## src/inc/rx_clk_pkg.sv

```systemverilog
// constants, types and register map of the receiver clock generation block
package rx_clk_pkg;
    // clock and reference timing
    localparam int unsigned CLK_PERIOD_NS = 40;
    // the reference runs at half the system clock rate
    localparam int unsigned REF_CLKS = 2;
    // base tick is reference divided by 16
    localparam int unsigned BASE_DIV = 16;
    localparam int unsigned BASE_CLKS = BASE_DIV * REF_CLKS;
    localparam logic [4:0] BASE_LAST = 5'(BASE_CLKS - 1);

    // oscillator start-up: time constant and multiple until amplitude good
    localparam int unsigned OSC_TAU_NS = 2000;
    localparam int unsigned OSC_GOOD_TAUS = 15;
    localparam int unsigned OSC_GOOD_CLKS =
        (OSC_TAU_NS * OSC_GOOD_TAUS + CLK_PERIOD_NS - 1) / CLK_PERIOD_NS;

    // external clock division ratios, in reference cycles
    localparam int unsigned EXT_DIV_LO = 3;
    localparam int unsigned EXT_DIV_MID = 6;
    localparam int unsigned EXT_DIV_HI = 12;
    localparam logic [3:0] HALF_LO_M1 = 4'(EXT_DIV_LO * REF_CLKS / 2 - 1);
    localparam logic [3:0] HALF_MID_M1 = 4'(EXT_DIV_MID * REF_CLKS / 2 - 1);
    localparam logic [3:0] HALF_HI_M1 = 4'(EXT_DIV_HI * REF_CLKS / 2 - 1);

    // divider select codes
    localparam logic [1:0] SEL_OFF = 2'h0;
    localparam logic [1:0] SEL_DIV_LO = 2'h1;
    localparam logic [1:0] SEL_DIV_MID = 2'h2;
    localparam logic [1:0] SEL_DIV_HI = 2'h3;

    // range tick length in base ticks, minus one, for ranges 0..3
    localparam logic [2:0] RANGE0_M1 = 3'h7;
    localparam logic [2:0] RANGE1_M1 = 3'h3;
    localparam logic [2:0] RANGE2_M1 = 3'h1;
    localparam logic [2:0] RANGE3_M1 = 3'h0;

    // synthesizer feedback division
    localparam logic [4:0] FB_DIV_315_M1 = 5'(24 - 1);
    localparam logic [4:0] FB_DIV_433_M1 = 5'(32 - 1);

    // register map
    localparam logic [7:0] CTRL_ADDR = 8'h00;
    localparam logic [7:0] STAT_ADDR = 8'h04;
    localparam int unsigned CTRL_VARIANT_BIT = 0;
    localparam int unsigned CTRL_ALLOW_BIT = 1;
    localparam logic [1:0] CTRL_RESET = 2'h2;

    // power modes, one-hot
    typedef enum logic [2:0] {
        MODE_OFF = 3'b001,
        MODE_STANDBY = 3'b010,
        MODE_ACTIVE = 3'b100
    } power_mode_t;

    // status register layout, low bits
    typedef struct packed {
        logic osc_good;
        logic supply_ok;
        logic ext_running;
        logic [2:0] mode;
        logic [1:0] rate_range;
        logic [1:0] cur_sel;
    } status_t;
endpackage : rx_clk_pkg

```

## src/hw/rx_clock_generation.sv

```systemverilog
// clock generation: gated external clock, base tick, range tick, feedback divider
//
// Local design decisions: the register addresses and the APB interface to the registers.
`timescale 1ns/1ns

// How it works
// - select code 00 stops the external clock and holds it low.
// - codes 01, 10, 11 divide the reference by 3, 6 and 12.
// - external clock runs in standby and active modes alike.
// - high and low halves are equal for every division ratio.
// - amplitude-good flag rises a fixed start-up time after oscillator start.
// - clock released only with amplitude good and a non-off select code.
// - clock release also needs the logic supply to be good.
// - base tick is the reference divided by 16.
// - range tick lasts 8, 4, 2 or 1 base ticks for ranges 0..3.
// - base and range ticks time debounce and receive path start-up.
// - feedback divider divides the local oscillator by 24 or by 32.
// - receive-enable and enable both low stop the oscillator and clock.
// - enable high with receive-enable low gives standby, path disabled.
module rx_clock_generation
    import rx_clk_pkg::*;
#(
    parameter logic [15:0] OSC_GOOD_CLKS_P = 16'(OSC_GOOD_CLKS)
) (
    // clock and reset
    input wire logic clk_i,
    input wire logic reset_n_i,
    // apb slave
    input wire logic psel_i,
    input wire logic penable_i,
    input wire logic pwrite_i,
    input wire logic [7:0] paddr_i,
    input wire logic [31:0] pwdata_i,
    output logic [31:0] prdata_o,
    output logic pready_o,
    output logic pslverr_o,
    // mode and select pins
    input wire logic rx_en_i,
    input wire logic enable_i,
    input wire logic logic_supply_ok_i,
    input wire logic ext_div_sel0_i,
    input wire logic ext_div_sel1_i,
    input wire logic rate_sel0_i,
    input wire logic rate_sel1_i,
    // synthesizer
    input wire logic local_osc_tick_i,
    output logic fb_tick_o,
    // clocks and status out
    output logic crystal_osc_en_o,
    output logic osc_amplitude_good_o,
    output logic rx_path_en_o,
    output logic ext_clk_o,
    output logic base_tick_o,
    output logic range_tick_o
);

    // power mode
    power_mode_t mode_r;
    power_mode_t mode_nxt;
    logic osc_on;

    // oscillator start-up
    logic [15:0] osc_cnt_r;
    logic [15:0] osc_cnt_nxt;
    logic osc_good_r;
    logic osc_good_nxt;

    // external clock divider
    logic [1:0] sel_pins;
    logic gate_ok;
    logic [1:0] req_sel;
    logic [1:0] cur_sel_r;
    logic [1:0] cur_sel_nxt;
    logic [3:0] half_cnt_r;
    logic [3:0] half_cnt_nxt;
    logic ext_clk_r;
    logic ext_clk_nxt;
    logic half_done;

    // base and range ticks
    logic [1:0] rate_range;
    logic [4:0] base_cnt_r;
    logic [4:0] base_cnt_nxt;
    logic base_wrap;
    logic base_tick_r;
    logic [2:0] range_cnt_r;
    logic [2:0] range_cnt_nxt;
    logic [2:0] range_len_m1;
    logic range_wrap;
    logic range_tick_r;

    // feedback divider
    logic [4:0] fb_cnt_r;
    logic [4:0] fb_cnt_nxt;
    logic [4:0] fb_len_m1;
    logic fb_wrap;
    logic fb_tick_r;

    // registers and bus
    logic [1:0] ctrl_r;
    logic variant_433;
    logic allow_ext;
    status_t status;
    logic apb_setup;
    logic ctrl_hit;
    logic stat_hit;
    logic addr_hit;
    logic ctrl_wr;
    logic [31:0] rdata;
    logic [31:0] prdata_nxt;
    logic pready_r;
    logic pslverr_r;
    logic [31:0] prdata_r;
    logic rx_path_r;

    // half period of the external clock in system clocks, minus one
    function automatic logic [3:0] half_m1(input logic [1:0] sel);
        logic [3:0] h;
        h = HALF_HI_M1;
        case (sel)
            SEL_DIV_LO: h = HALF_LO_M1;
            SEL_DIV_MID: h = HALF_MID_M1;
            default: h = HALF_HI_M1;
        endcase
        return h;
    endfunction : half_m1

    // ---------------- power mode ----------------
    // receive-enable alone is taken as active
    always_comb begin
        mode_nxt = MODE_STANDBY;
        if (!rx_en_i && !enable_i) begin
            mode_nxt = MODE_OFF;
        end else if (rx_en_i) begin
            mode_nxt = MODE_ACTIVE;
        end else begin
            mode_nxt = MODE_STANDBY;
        end
    end

    // everything but the bus stops with the oscillator
    assign osc_on = (mode_r != MODE_OFF);

    // receive path follows the mode in the same cycle as the mode register
    always_ff @(posedge clk_i or negedge reset_n_i) begin
        if (!reset_n_i) begin
            mode_r <= MODE_OFF;
            rx_path_r <= 1'b0;
        end else begin
            mode_r <= mode_nxt;
            rx_path_r <= (mode_nxt == MODE_ACTIVE);
        end
    end

    // ---------------- oscillator start-up ----------------
    // a stopped oscillator loses its amplitude at once
    // the count freezes once good so it never wraps
    assign osc_cnt_nxt = !osc_on ? 16'h0000 :
                         osc_good_r ? osc_cnt_r : osc_cnt_r + 16'h0001;
    assign osc_good_nxt = osc_on &&
                          (osc_good_r || (osc_cnt_r == OSC_GOOD_CLKS_P - 16'h0001));

    always_ff @(posedge clk_i or negedge reset_n_i) begin
        if (!reset_n_i) begin
            osc_cnt_r <= 16'h0000;
            osc_good_r <= 1'b0;
        end else begin
            osc_cnt_r <= osc_cnt_nxt;
            osc_good_r <= osc_good_nxt;
        end
    end

    // ---------------- external clock ----------------
    assign sel_pins = {ext_div_sel1_i, ext_div_sel0_i};
    // release needs amplitude, logic supply and the software allow bit
    assign gate_ok = osc_on && osc_good_r && logic_supply_ok_i && allow_ext;
    assign req_sel = gate_ok ? sel_pins : SEL_OFF;
    // a zero count marks the last cycle of a half
    assign half_done = (half_cnt_r == 4'h0);

    // a high half completes unless the oscillator stops, and the low half that follows
    // uses the same ratio; new codes are taken only at the end of a low half
    always_comb begin
        ext_clk_nxt = ext_clk_r;
        cur_sel_nxt = cur_sel_r;
        half_cnt_nxt = half_cnt_r;
        if (!osc_on) begin
            ext_clk_nxt = 1'b0;
            cur_sel_nxt = SEL_OFF;
            half_cnt_nxt = 4'h0;
        end else if (!half_done) begin
            half_cnt_nxt = half_cnt_r - 4'h1;
        end else if (ext_clk_r) begin
            ext_clk_nxt = 1'b0;
            half_cnt_nxt = half_m1(cur_sel_r);
        end else if (req_sel != SEL_OFF) begin
            ext_clk_nxt = 1'b1;
            cur_sel_nxt = req_sel;
            half_cnt_nxt = half_m1(req_sel);
        end else begin
            ext_clk_nxt = 1'b0;
            cur_sel_nxt = SEL_OFF;
        end
    end

    always_ff @(posedge clk_i or negedge reset_n_i) begin
        if (!reset_n_i) begin
            // clock low, no ratio latched
            ext_clk_r <= 1'b0;
            cur_sel_r <= SEL_OFF;
            half_cnt_r <= 4'h0;
        end else begin
            ext_clk_r <= ext_clk_nxt;
            cur_sel_r <= cur_sel_nxt;
            half_cnt_r <= half_cnt_nxt;
        end
    end

    // ---------------- base tick ----------------
    // one base tick every 16 reference cycles, two system clocks each
    assign base_wrap = osc_on && (base_cnt_r == BASE_LAST);
    assign base_cnt_nxt = !osc_on ? 5'h00 :
                          base_wrap ? 5'h00 : base_cnt_r + 5'h01;

    // ---------------- range tick ----------------
    // rate pins are taken as synchronous and used live
    assign rate_range = {rate_sel1_i, rate_sel0_i};
    // length of one range tick in base ticks, minus one
    assign range_len_m1 = (rate_range == 2'h0) ? RANGE0_M1 :
                          (rate_range == 2'h1) ? RANGE1_M1 :
                          (rate_range == 2'h2) ? RANGE2_M1 : RANGE3_M1;
    // a shorter range taking effect with the count at or past its last value wraps at the next base tick
    assign range_wrap = base_wrap && (range_cnt_r >= range_len_m1);
    assign range_cnt_nxt = !osc_on ? 3'h0 :
                           range_wrap ? 3'h0 :
                           base_wrap ? range_cnt_r + 3'h1 : range_cnt_r;

    // both ticks are registered so they line up on the same cycle
    always_ff @(posedge clk_i or negedge reset_n_i) begin
        if (!reset_n_i) begin
            base_cnt_r <= 5'h00;
            base_tick_r <= 1'b0;
            range_cnt_r <= 3'h0;
            range_tick_r <= 1'b0;
        end else begin
            base_cnt_r <= base_cnt_nxt;
            base_tick_r <= base_wrap;
            range_cnt_r <= range_cnt_nxt;
            range_tick_r <= range_wrap;
        end
    end

    // ---------------- feedback divider ----------------
    // counts local oscillator ticks; held at zero outside active mode
    assign fb_len_m1 = variant_433 ? FB_DIV_433_M1 : FB_DIV_315_M1;
    assign fb_wrap = local_osc_tick_i && (fb_cnt_r >= fb_len_m1);
    assign fb_cnt_nxt = (mode_r != MODE_ACTIVE) ? 5'h00 :
                        fb_wrap ? 5'h00 :
                        local_osc_tick_i ? fb_cnt_r + 5'h01 : fb_cnt_r;

    // one pulse per full feedback count, the phase compare point
    always_ff @(posedge clk_i or negedge reset_n_i) begin
        if (!reset_n_i) begin
            fb_cnt_r <= 5'h00;
            fb_tick_r <= 1'b0;
        end else begin
            fb_cnt_r <= fb_cnt_nxt;
            fb_tick_r <= fb_wrap && (mode_r == MODE_ACTIVE);
        end
    end

    // ---------------- apb registers ----------------
    // control bits: feedback variant and external clock allow
    assign variant_433 = ctrl_r[CTRL_VARIANT_BIT];
    assign allow_ext = ctrl_r[CTRL_ALLOW_BIT];

    // status is a live view of the clock state, nothing is captured
    assign status.osc_good = osc_good_r;
    assign status.supply_ok = logic_supply_ok_i;
    assign status.ext_running = (cur_sel_r != SEL_OFF);
    assign status.mode = mode_r;
    assign status.rate_range = rate_range;
    assign status.cur_sel = cur_sel_r;

    // decode on the setup cycle; the access cycle only commits writes
    assign apb_setup = psel_i && !penable_i;
    assign ctrl_hit = (paddr_i == CTRL_ADDR);
    assign stat_hit = (paddr_i == STAT_ADDR);
    assign addr_hit = ctrl_hit || stat_hit;
    assign ctrl_wr = psel_i && penable_i && pready_r && pwrite_i && ctrl_hit;

    // unmapped offsets read as zero
    always_comb begin
        rdata = 32'h0000_0000;
        if (ctrl_hit) begin
            rdata = {30'h0000_0000, ctrl_r};
        end else if (stat_hit) begin
            rdata = {{(32 - $bits(status_t)){1'b0}}, status};
        end
    end

    // read data is driven only for the one ready cycle
    assign prdata_nxt = (apb_setup && !pwrite_i) ? rdata : 32'h0000_0000;

    // one wait-free access cycle: ready is raised for the cycle after setup
    always_ff @(posedge clk_i or negedge reset_n_i) begin
        if (!reset_n_i) begin
            pready_r <= 1'b0;
            pslverr_r <= 1'b0;
            prdata_r <= 32'h0000_0000;
        end else begin
            pready_r <= apb_setup;
            pslverr_r <= apb_setup && !addr_hit;
            prdata_r <= prdata_nxt;
        end
    end

    // status writes land nowhere and raise no error
    always_ff @(posedge clk_i or negedge reset_n_i) begin
        if (!reset_n_i) begin
            ctrl_r <= CTRL_RESET;
        end else if (ctrl_wr) begin
            ctrl_r <= pwdata_i[1:0];
        end
    end

    // ---------------- outputs ----------------
    // every output but crystal_osc_en_o is a register; that one is decoded from mode_r
    assign prdata_o = prdata_r;
    assign pready_o = pready_r;
    assign pslverr_o = pslverr_r;
    assign crystal_osc_en_o = (mode_r != MODE_OFF);
    assign osc_amplitude_good_o = osc_good_r;
    assign rx_path_en_o = rx_path_r;
    assign ext_clk_o = ext_clk_r;
    assign base_tick_o = base_tick_r;
    assign range_tick_o = range_tick_r;
    assign fb_tick_o = fb_tick_r;

endmodule : rx_clock_generation

```

## config.mk

```make
export PLATFORM = sky130hd
export DESIGN_NAME = rx_clock_generation
export DESIGN_NICKNAME = d
export VERILOG_FILES = /design/src/inc/rx_clk_pkg.sv /design/src/hw/rx_clock_generation.sv
export SDC_FILE = /design/constraint.sdc
export NUM_CORES = 1
export LEC_CHECK = 0
export ABC_AREA = 1
export BUFFER_PORTS_ARGS = -buffer_cell sky130_fd_sc_hd__buf_4
export CORE_UTILIZATION = 56
export DETAILED_ROUTE_END_ITERATION = 12
export PLACE_DENSITY = 0.85
export SLEW_MARGIN = 20
export SYNTH_ARGS = -nofsm -noshare
export SYNTH_HDL_FRONTEND = slang
export SYNTH_SLANG_ARGS = --single-unit
```

## constraint.sdc

```tcl
create_clock -name clk_i -period 4.4 [get_ports clk_i]
set_input_delay 0.22 -clock clk_i [delete_from_list [all_inputs] [get_ports clk_i]]
set_output_delay 0.22 -clock clk_i [all_outputs]
set_load 0.02 [all_outputs]
```

* Word level (Yosys, flattened, before mapping)
Index checks and enable logic that the tools add are counted.
** Cells by class
- Eq/ne operators :: 18
- Muxes and demuxes :: 34
- Reductions and logical operators :: 30
- Add/sub/neg operators :: 5
- Order comparisons :: 2
** Operator list (number)
- $mux W32 :: 2
- $mux W16 :: 2
- $mux W5 :: 5
- $mux W4 :: 5
- $mux W3 :: 6
- $add A16 B1 Y16 const B :: 1
- $eq A16 B10 Y1 const B :: 1
- $logic_and A1 B1 Y1 :: 16
- $pmux W4 S2 :: 2
- $mux W2 :: 6
- $add A5 B1 Y5 const B :: 2
- $mux W10 :: 1
- $eq A8 B3 Y1 const B :: 1
- $logic_not A8 Y1 :: 1
- $eq A2 B1 Y1 const B :: 3
- $eq A2 B2 Y1 const B :: 3
- $eq A3 B3 Y1 const B :: 2
- $ne A3 B1 Y1 const B :: 2
- $eq A5 B5 Y1 const B :: 1
- $ge A5 B5 Y1 :: 1
- $logic_not A1 Y1 :: 5
- $mux W1 :: 5
- $logic_not A4 Y1 :: 1
- $ne A2 B2 Y1 const B :: 2
- 11 further kinds :: 13
** Storage, ports and cells
- Register bits :: 80
- Bits of input ports :: 53
- Word-level logic and storage cells :: 106
- Output and inout port bits :: 41

* Depth between registers and ports, before layout
Gate-level depths: netlist (run 1).
- Depth in word-level cells :: 11
- Mapped depth :: 11
- Mapped depth without buffers :: 11

* Worst setup path after synthesis (run 1)
Ideal clock, no wire load.
- Path kind :: register to register
- Start point :: reg mode_r[2]
- End point :: reg half_cnt_r[3]
- Buffers on the path :: 0
- Period minus slack after synthesis :: 1.696 ns
- Arrival :: 1.624 ns
- Required time :: 4.328 ns
- Cell stages (with the launch flop) :: 10
- Setup slack :: 2.704 ns
- Setup time :: 0.072 ns
- Cells stage by stage :: dfrtp_1 nor3_4 nor2_1 nand2_1 ha_1 nand2_1 nand2_1 a21oi_1 o211ai_1 nor2_1
** Between the ends
- Word-level cells in the longest chain between the ends :: 11
- Elaborated cells between the ends (all ways) :: 14
- Those cells by class :: eq/ne: 4; mux: 6; reduce/logical: 4
** RTL lines
- start: declaration :: line rx_clock_generation.sv:58 : power_mode_t mode_r;
- start signal: assignment :: line rx_clock_generation.sv:150 : mode_r <= mode_nxt;
- $ne A3 B1 Y1 (*) :: line rx_clock_generation.sv:142 : assign osc_on = (mode_r != MODE_OFF);
- $logic_and A1 B1 Y1 (3 in a row) :: line rx_clock_generation.sv:176 : assign gate_ok = osc_on && osc_good_r && logic_supply_ok_i && allow_ext;
- $mux W2 :: line rx_clock_generation.sv:177 : assign req_sel = gate_ok ? sel_pins : SEL_OFF;
- $eq A2 B2 Y1 / $eq A2 B1 Y1 (equally long branches) :: line rx_clock_generation.sv:120 : case (sel)
- $pmux W4 S2 :: line rx_clock_generation.sv:120
- $mux W4 :: line rx_clock_generation.sv:196 : end else if (req_sel != SEL_OFF) begin
- $mux W4 :: line rx_clock_generation.sv:193 : end else if (ext_clk_r) begin
- $mux W4 :: line rx_clock_generation.sv:191 : end else if (!half_done) begin
- $mux W4 :: line rx_clock_generation.sv:187 : if (!osc_on) begin
- end signal: assignment :: line rx_clock_generation.sv:215 : half_cnt_r <= half_cnt_nxt;
- end: declaration :: line rx_clock_generation.sv:74 : logic [3:0] half_cnt_r;
Every way passes the cells marked *; elsewhere a longest branch is shown, timed or not. The select of a mux whose other input is x is not followed.
A chain may end at the register's enable or synchronous reset.

* Final worst setup path (run 1)
- Start point :: reg mode_r[0]
- End point :: reg half_cnt_r[0]
The elaborated chain is that of the path after synthesis.

==> results of run 1 <==
## how the worst min path moves through the flow
| stage | to | slack, ps | cells past startpoint |
|---|---|---|---|
| after floorplan | base_cnt_r[0]$_DFF_PN0_ | -80 | 0 |
| after global placement | fb_cnt_r[0]$_DFFE_PN0P_ | 320 | 1 |
| after detailed placement | fb_cnt_r[1]$_DFFE_PN0P_ | 320 | 1 |
| after CTS | mode_r[2]$_DFF_PN0_ | 2 | 1 |
| after global routing | mode_r[2]$_DFF_PN0_ | 3 | 1 |
| final | mode_r[0]$_DFF_PN1_ | 6 | 2 |
## sequential cells by signal (all words and copies together), names as in the netlist, 2 cells and up
signal and flops:
osc_cnt_r 16, ctrl_r 2, half_cnt_r 4, fb_cnt_r 5, cur_sel_r 2, prdata_o 10, base_cnt_r 5, range_cnt_r 3
mode_r 3
## timing repair
action                                 CTS  global route
endpoints found under the hold margin   55             0
setup buffers                            0             0
resized for setup                        0             0
hold buffers                             1             0
## cell families (layout without fill, tap and decap cells)
family	after synthesis	count (layout)
AOI/OAI and AO/OA	37	37
other	1	22
and+or+nand+nor	205	205
adders and majority gates	20	20
buffers and inverters	87	120
xor gates and xnor gates	3	3
DFF	57	57
## metal layers
metal | track usage (%) | routed length [microns] | share of wire, % | vias up
met5 | 0 | 0 | 0 | -
met4 | 9.63 | 104 | 1.6 | 0
met3 | 5.23 | 255 | 4.0 | 14
met1 | 27.1 | 2660 | 42 | 1259
met2 | 40.2 | 3300 | 52 | 70
li1 | - | - | - | 1339
## cells in the mapped netlist (3+ instances only)
master | count | share of area, %
nor2_4 | 3 | 1.0
nor3b_1 | 3 | 0.69
nand2_1 | 98 | 11
a21oi_1 | 11 | 1.7
ha_1 | 20 | 7.6
o21ai_0 | 16 | 2.4
xor2_1 | 3 | 0.80
inv_1 | 59 | 6.7
o21ai_1 | 3 | 0.46
dfrtp_1 | 55 | 42
nand4_1 | 7 | 1.3
buf_4 | 23 | 5.3
nor2_1 | 49 | 5.6
nand3_1 | 20 | 3.0
nor3_1 | 12 | 1.8
## power by group through the flow
stage               registers (uW)  clock network, uW  logic (uW)
floorplan                      667                  0         291
global placement               675                  0         340
detailed placement             679                  0         364
CTS                            670                484         369
global route                   680                507         420
finish                         669                479         362
## cell type report
cell class	instances	area (sq um)	area share, %
clock buffer	13	149	3.95
timing repair buffer	42	318	8.43
inverter	62	234	6.21
sequential	57	1430	37.9
clock inverter	3	40.0	1.06
tap	72	90.1	2.39
multi-input combinational	287	1510	40.0
## critical path, cell delays in order, from the launching register on
cell and delay, ps:
dfstp_2 530, inv_1 70, nor3_4 310, nor2_1 130, nand2_1 150, inv_1 80
ha_1 190, nand2_1 70, nand2_1 50, nand2_1 50, o21ai_0 70, o21ai_0 200
## per-stage QoR
step / utilization (%) / area (sq um) / power, uW / worst slack, ps
after floorplan: - / 3360 / 958 / 2700
after global placement: 64.0 / 3570 / 1020 / 2450
after detailed placement: 64.0 / 3570 / 1040 / 2450
after CTS: 67.6 / 3770 / 1520 / 2400
after global routing: 67.6 / 3770 / 1610 / 2170
final: 67.6 / 3770 / 1510 / 2410
==> out/metrics.cfg, run 1 <==
[run_status]
outcome = completed

[sta]
fin_crit_ps = 1990
finalHoldViolCount = 0
relSlewSlack_pct = 52.9
hold_ws_ps = 6.24
worstMarginPinSlew_ps = 706
slew_viol_final = 0
setup_viol = 0
fin_worst_skew_ps = 8.82
rsz0062_at_grt = false
fmax_mhz = 503
finalCritPeriodShare_pct = 45.2
setup-tns-final_ps = 0

[floorplan]
die_area_sq_um = 6170
die_w_microns = 78.6
row_count = 27
io-pin-count = 94
coreArea_sq_um = 5570
start_util_pct = 58.9
die-height_microns = 78.6

[critical_path]
crit_path_end = half_cnt_r[0]$_DFFE_PN0P_
critPathLaunchType = flop
required_ps = 4650
endpoint_kind = flop
r2r_slack_ps = 2410
reg2regPathDepth = 11
startpoint = mode_r[0]$_DFF_PN1_
r2r-start = mode_r[0]$_DFF_PN1_
critPathKind = reg -> reg
worst-path-max-fanout = 7
arrival_ps = 2240
reg2reg_to = half_cnt_r[0]$_DFFE_PN0P_

[synth]
avgSynthCellArea_sq_um = 8.01
ys_warn_count = 0
synth_mux_area_share_pct = 0
syn-cell-area_sq_um = 3280
synth_top_family_by_area = simple AND/OR/NAND/NOR gates
ys_ff_latch = 57
yosysSeqAreaShare_pct = 43.5
synthCells = 410
synthDistinctLibCells = 38
synth-compound-area-share_pct = 6.21
async_flop_share_pct = 100
synth_edf_count = 0
synth_ff_type = dfrtp_1
synth-simple-area-share_pct = 28.8
synthXorXnorAreaFrac_pct = 0.800
synthAdderAreaFrac_pct = 7.62

[layout]
final_common_cell = nand2_1
num_antenna_cells = 0
final_cells = 536
syn_to_final_growth_pct = 14.8
mostFrequentLayoutCells = 98 x nand2_1, 59 x inv_1, 55 x dfrtp_1, 49 x nor2_1, 41 x buf_4
layout-drive-gt1-share_pct = 15.7
fill_cells = 485
nets = 532

[routing]
vias = 2682
ant_nets = 0
drt-total-wl_microns = 6320
drc = 0
wire_per_inst_microns = 11.8
firstDrtPassIters = 4
viasPerCell = 5.00
drt_iter0_markers = 132

[place]
placedCellCount = 519
place_congestion = 0.924
port_buffers = 41
dp_hpwl_microns = 4630

[worst_hold_path]
hold_path_class = in -> reg
min_from = enable_i

[power_and_ir_drop]
power_density_nw_per_um2 = 401
power_frac_clock_pct = 31.7
power_frac_comb_pct = 24.0
p_int_uw = 1020
p_leak_uw = 0.00206
p_sw_uw = 493
max-vdd-ir-drop_v = 0.000249
switching_share_pct = 32.7
seqPwrFrac_pct = 44.3

[clock_tree]
clk_path_buf_depth = 2
cts_tree = yes
h-tree-depth = 3
cts_sinks = 57
clk_latency_ps = 340
clkTransAtPathRegs_ps = 60
cts_buffers = 9
clock-root-buffer = clkbuf_8

[global_route]
grt_pass1_wl_microns = 11100
grt_usage_pct = 23.0
grt_max_degree = 58
grt.overflow.total = 0
grt_pass1_vias = 2682
antenna_found_initial = 0

[run]
maxCapViolCount = 0

No activity file was read; power rests on OpenSTA's default activity.
==> run 2, diff against run 1 <==
- ABC_AREA: 1 -> 0
- CORE_UTILIZATION: 56 -> 51
- PLACE_DENSITY: 0.85 -> 0.79
- clock period: 4.4 -> 1.88 ns (I/O delays scaled with it)
==> run 2 against run 1 <==
- the flow now finishes with violations (setup timing)
- largest power group unchanged
- critical path depth fell by 3
- sequential share of layout area is 1.0 points lower
- first-iteration DRC count decreased by 33%
- sequential power increased by 130%
==> out/metrics.cfg, run 2 <==
[run_status]
outcome = finished, violations left  ; was completed
violations = setup timing

[routing]
drc = 0  ; unchanged
drt_iter0_markers = 89  ; was 132
drt-total-wl_microns = 6410  ; was 6320 microns
firstDrtPassIters = 4  ; unchanged
vias = 2385  ; was 2,682
viasPerCell = 5.24  ; was 5.00
wire_per_inst_microns = 14.1  ; was 11.8 microns
ant_nets = 0  ; unchanged

[synth]
ys_warn_count = 0  ; unchanged
synth_common_cells = 55 x dfrtp_1, 31 x nor2_1, 22 x buf_4  ; was 98 x nand2_1, 59 x inv_1, 55 x dfrtp_1
ys_top_cells_by_area = dfrtp_1 45%, ha_1 8.2%, buf_4 5.4%  ; was dfrtp_1 42%, nand2_1 11%, ha_1 7.6%
syn-cell-area_sq_um = 3060  ; was 3280 sq um
synth_ff_type = dfrtp_1  ; unchanged
yosysSeqAreaShare_pct = 46.7  ; was 43.5%
synth_top_area_cell = dfrtp_1  ; unchanged
synthDistinctLibCells = 52  ; was 38
ys_ff_latch = 57  ; unchanged
synth_most_common_cell = dfrtp_1  ; was nand2_1
netlist.area_leader.share_pct = 44.9  ; was 41.9%
synthCells = 306  ; was 410
synth_edf_count = 0  ; unchanged
avgSynthCellArea_sq_um = 10.0  ; was 8.01 sq um
async_flop_share_pct = 100  ; unchanged

[sta]
setup_slack_ps = -46.9  ; was 2410 ps
setup_viol = 2  ; was 0
worstMarginPinSlew_ps = 692  ; was 706 ps
rsz0062_at_grt = true  ; was false
finalCritPeriodShare_pct = 102  ; was 45.2%
finalHoldViolCount = 0  ; unchanged
hold_ws_ps = 13.8  ; was 6.24 ps
fmax_mhz = 519  ; was 503 MHz
relSlewSlack_pct = 53.9  ; was 52.9%
slew_viol_final = 0  ; unchanged
setup-tns-final_ps = -64.8  ; was 0 ps
fin_worst_skew_ps = 7.68  ; was 8.82 ps
fin_crit_ps = 1930  ; was 1990 ps

[global_route]
grt_usage_pct = 21.1  ; was 23.0%
antenna_found_initial = 0  ; unchanged
grt_pass1_wl_microns = 10100  ; was 11,100 microns
use_met1_pct = 25.4  ; was 27.1%
grt_max_degree = 58  ; unchanged
grt_busiest_layer = met2  ; unchanged
grt.overflow.total = 0  ; unchanged
globalRouteMet3Util_pct = 5.83  ; was 5.23%
met2_usage_pct = 35.5  ; was 40.2%
grt_pass1_vias = 2252  ; was 2,682

[place]
placed_area_sq_um = 3390  ; was 3570 sq um
placedCellCount = 416  ; was 519
port_buffers = 41  ; unchanged
dp_hpwl_microns = 4040  ; was 4630 microns
place_congestion = 0.888  ; was 0.924

[floorplan]
die_w_microns = 79.5  ; was 78.6 microns
row_count = 27  ; unchanged
start_util_pct = 54.3  ; was 58.9%
coreArea_sq_um = 5640  ; was 5570 sq um
die-height_microns = 79.5  ; was 78.6 microns
die_area_sq_um = 6320  ; was 6170 sq um
io-pin-count = 94  ; unchanged

[power_and_ir_drop]
p_sw_uw = 1000  ; was 493 uW
max-vdd-ir-drop_v = 0.000476  ; was 0.000249 V
power_frac_comb_pct = 22.0  ; was 24.0%
switching_share_pct = 30.2  ; was 32.7%
seqPwrFrac_pct = 46.8  ; was 44.3%
power_density_nw_per_um2 = 858  ; was 401 nW/um^2
p_int_uw = 2320  ; was 1020 uW
p_leak_uw = 0.00187  ; was 0.00206 uW
power_frac_clock_pct = 31.2  ; was 31.7%

[worst_hold_path]
holdPathEnd = fb_cnt_r[4]$_DFFE_PN0P_  ; was mode_r[0]$_DFF_PN1_
hold_path_depth = 2  ; unchanged
hold_path_class = in -> reg  ; unchanged
min_from = local_osc_tick_i  ; was enable_i

[critical_path]
cp_slowest_stage_delay_ps = 530  ; about the same
cp_slowest_cell = dfstp_2  ; unchanged
worst-path-max-fanout = 2  ; was 7
reg2reg_to = half_cnt_r[3]$_DFFE_PN0P_  ; was half_cnt_r[0]$_DFFE_PN0P_
critPathLaunchType = flop  ; unchanged
reg2regPathDepth = 8  ; was 11
crit_chain = nor3b_4, nor2_2, nand2_2, ha_4, o21bai_4, a31oi_1, or3_1, a21oi_2  ; was inv_1, nor3_4, nor2_1, nand2_1, inv_1, ha_1, nand2_1, nand2_1, nand2_1, o21ai_0, o21ai_0
arrival_ps = 2190  ; was 2240 ps
r2r_slack_ps = -50  ; was 2410 ps
required_ps = 2140  ; was 4650 ps
endpoint_kind = flop  ; unchanged
r2r-start = mode_r[0]$_DFF_PN1_  ; unchanged
critPathKind = reg -> reg  ; unchanged

[layout]
largest_reg_flops = 16  ; unchanged
final_cells = 455  ; was 536
largest_register = osc_cnt_r  ; unchanged
fill_cells = 418  ; was 485
nets = 451  ; was 532
final_common_cell = dfrtp_1  ; was nand2_1
syn_to_final_growth_pct = 26.4  ; was 14.8%
fin_area_sq_um = 3870  ; was 3770 sq um
mostFrequentLayoutCells = 55 x dfrtp_1, 53 x buf_4, 30 x nor2_1, 22 x conb_1, 17 x ha_1  ; was 98 x nand2_1, 59 x inv_1, 55 x dfrtp_1, 49 x nor2_1, 41 x buf_4
num_antenna_cells = 0  ; unchanged
layout-drive-gt1-share_pct = 25.8  ; was 15.7%
final_util_pct = 68.6  ; was 67.6%

[clock_tree]
cts_tree = yes  ; unchanged
clkTransAtPathRegs_ps = 60  ; about the same
clk_path_buf_depth = 2  ; unchanged
clk_latency_ps = 330  ; was 340 ps
clock-root-buffer = clkbuf_8  ; unchanged
cts_sinks = 57  ; unchanged
cts_buffers = 9  ; unchanged
h-tree-depth = 3  ; unchanged

[run]
maxCapViolCount = 0  ; unchanged

## run 2: cell count changes after synthesis, moves of 8 or more
cell	previous run	this run
nor2_1	49	31
inv_1	59	17
o21ai_0	16	8
nand3_1	20	10
nand2_1	98	14
and2_1	0	10
xnor2_1	0	10
## run 2: critical path, delay by kind of cell, from the launching register on
kind | cells | cell delay [ps]
AO/OA/AOI/OAI | 3 | 330
adder cells (fa/ha/maj) | 1 | 220
flip-flops | 1 | 530
AND/OR/NAND/NOR | 4 | 770
## run 2: cell type report
class	count	area [sq um]	share of cell area, %
clock buffers	16	180	4.65
inverters	17	63.8	1.65
multi-input cells	223	1510	39.0
flip-flops and latches	57	1430	36.9
well taps	72	90.1	2.33
repair buffers	70	599	15.5
## run 2: kinds of logic after synthesis
group           Yosys count  share of synthesized area, %
compound gates           40                          8.21
fa+ha+maj                20                          8.17
mux                       7                          2.37
flops                    57                          46.7
xor+xnor                 14                          4.00
other cells               1                         0.122
simple gates            120                          21.8
buf+inv                  47                          8.70
## run 2: worst max-delay path by stage
stage | startpoint | end | slack, ps | depth (start not counted)
5_1_grt | mode_r[0]$_DFF_PN1_ | half_cnt_r[3]$_DFFE_PN0P_ | -140 | 8
2_1_floorplan | mode_r[0]$_DFF_PN1_ | half_cnt_r[3]$_DFFE_PN0P_ | -50 | 8
3_3_place_gp | mode_r[0]$_DFF_PN1_ | half_cnt_r[3]$_DFFE_PN0P_ | 0.7 | 8
6_report | mode_r[0]$_DFF_PN1_ | half_cnt_r[3]$_DFFE_PN0P_ | -50 | 8
4_1_cts | mode_r[0]$_DFF_PN1_ | half_cnt_r[3]$_DFFE_PN0P_ | -50 | 8
3_5_place_dp | mode_r[0]$_DFF_PN1_ | half_cnt_r[3]$_DFFE_PN0P_ | -50 | 8
## run 2: layer usage
metal,up-vias,routed length (microns)
met5,-,0
met4,0,85
met3,8,317
met2,66,3280
met1,1157,2730
li1,1154,-
## run 2: stage by stage
| stage | power [uW] | worst slack [ps] |
|---|---|---|
| after floorplan | 2070 | -49.4 |
| after global placement | 2190 | 0.658 |
| after detailed placement | 2220 | -47.3 |
| after CTS | 3290 | -52.8 |
| after global routing | 3520 | -145 |
| final | 3320 | -46.9 |
## run 2: power by group through the flow
stage / clock network [uW] / logic, uW / registers, uW
CTS: 1060 / 680 / 1550
finish: 1040 / 731 / 1550
floorplan: 0 / 535 / 1540
detailed placement: 0 / 659 / 1560
global placement: 0 / 632 / 1560
global route: 1110 / 831 / 1570
## run 2: timing repair
action | CTS | global route
hold endpoints to repair | 64 | 0
buffers inserted | 1 | 11
pin swaps | 0 | 6
resized for setup | 1 | 21
endpoints found under the setup margin | 2 | 6
hold buffers | 10 | 0
gates cloned | 0 | 1
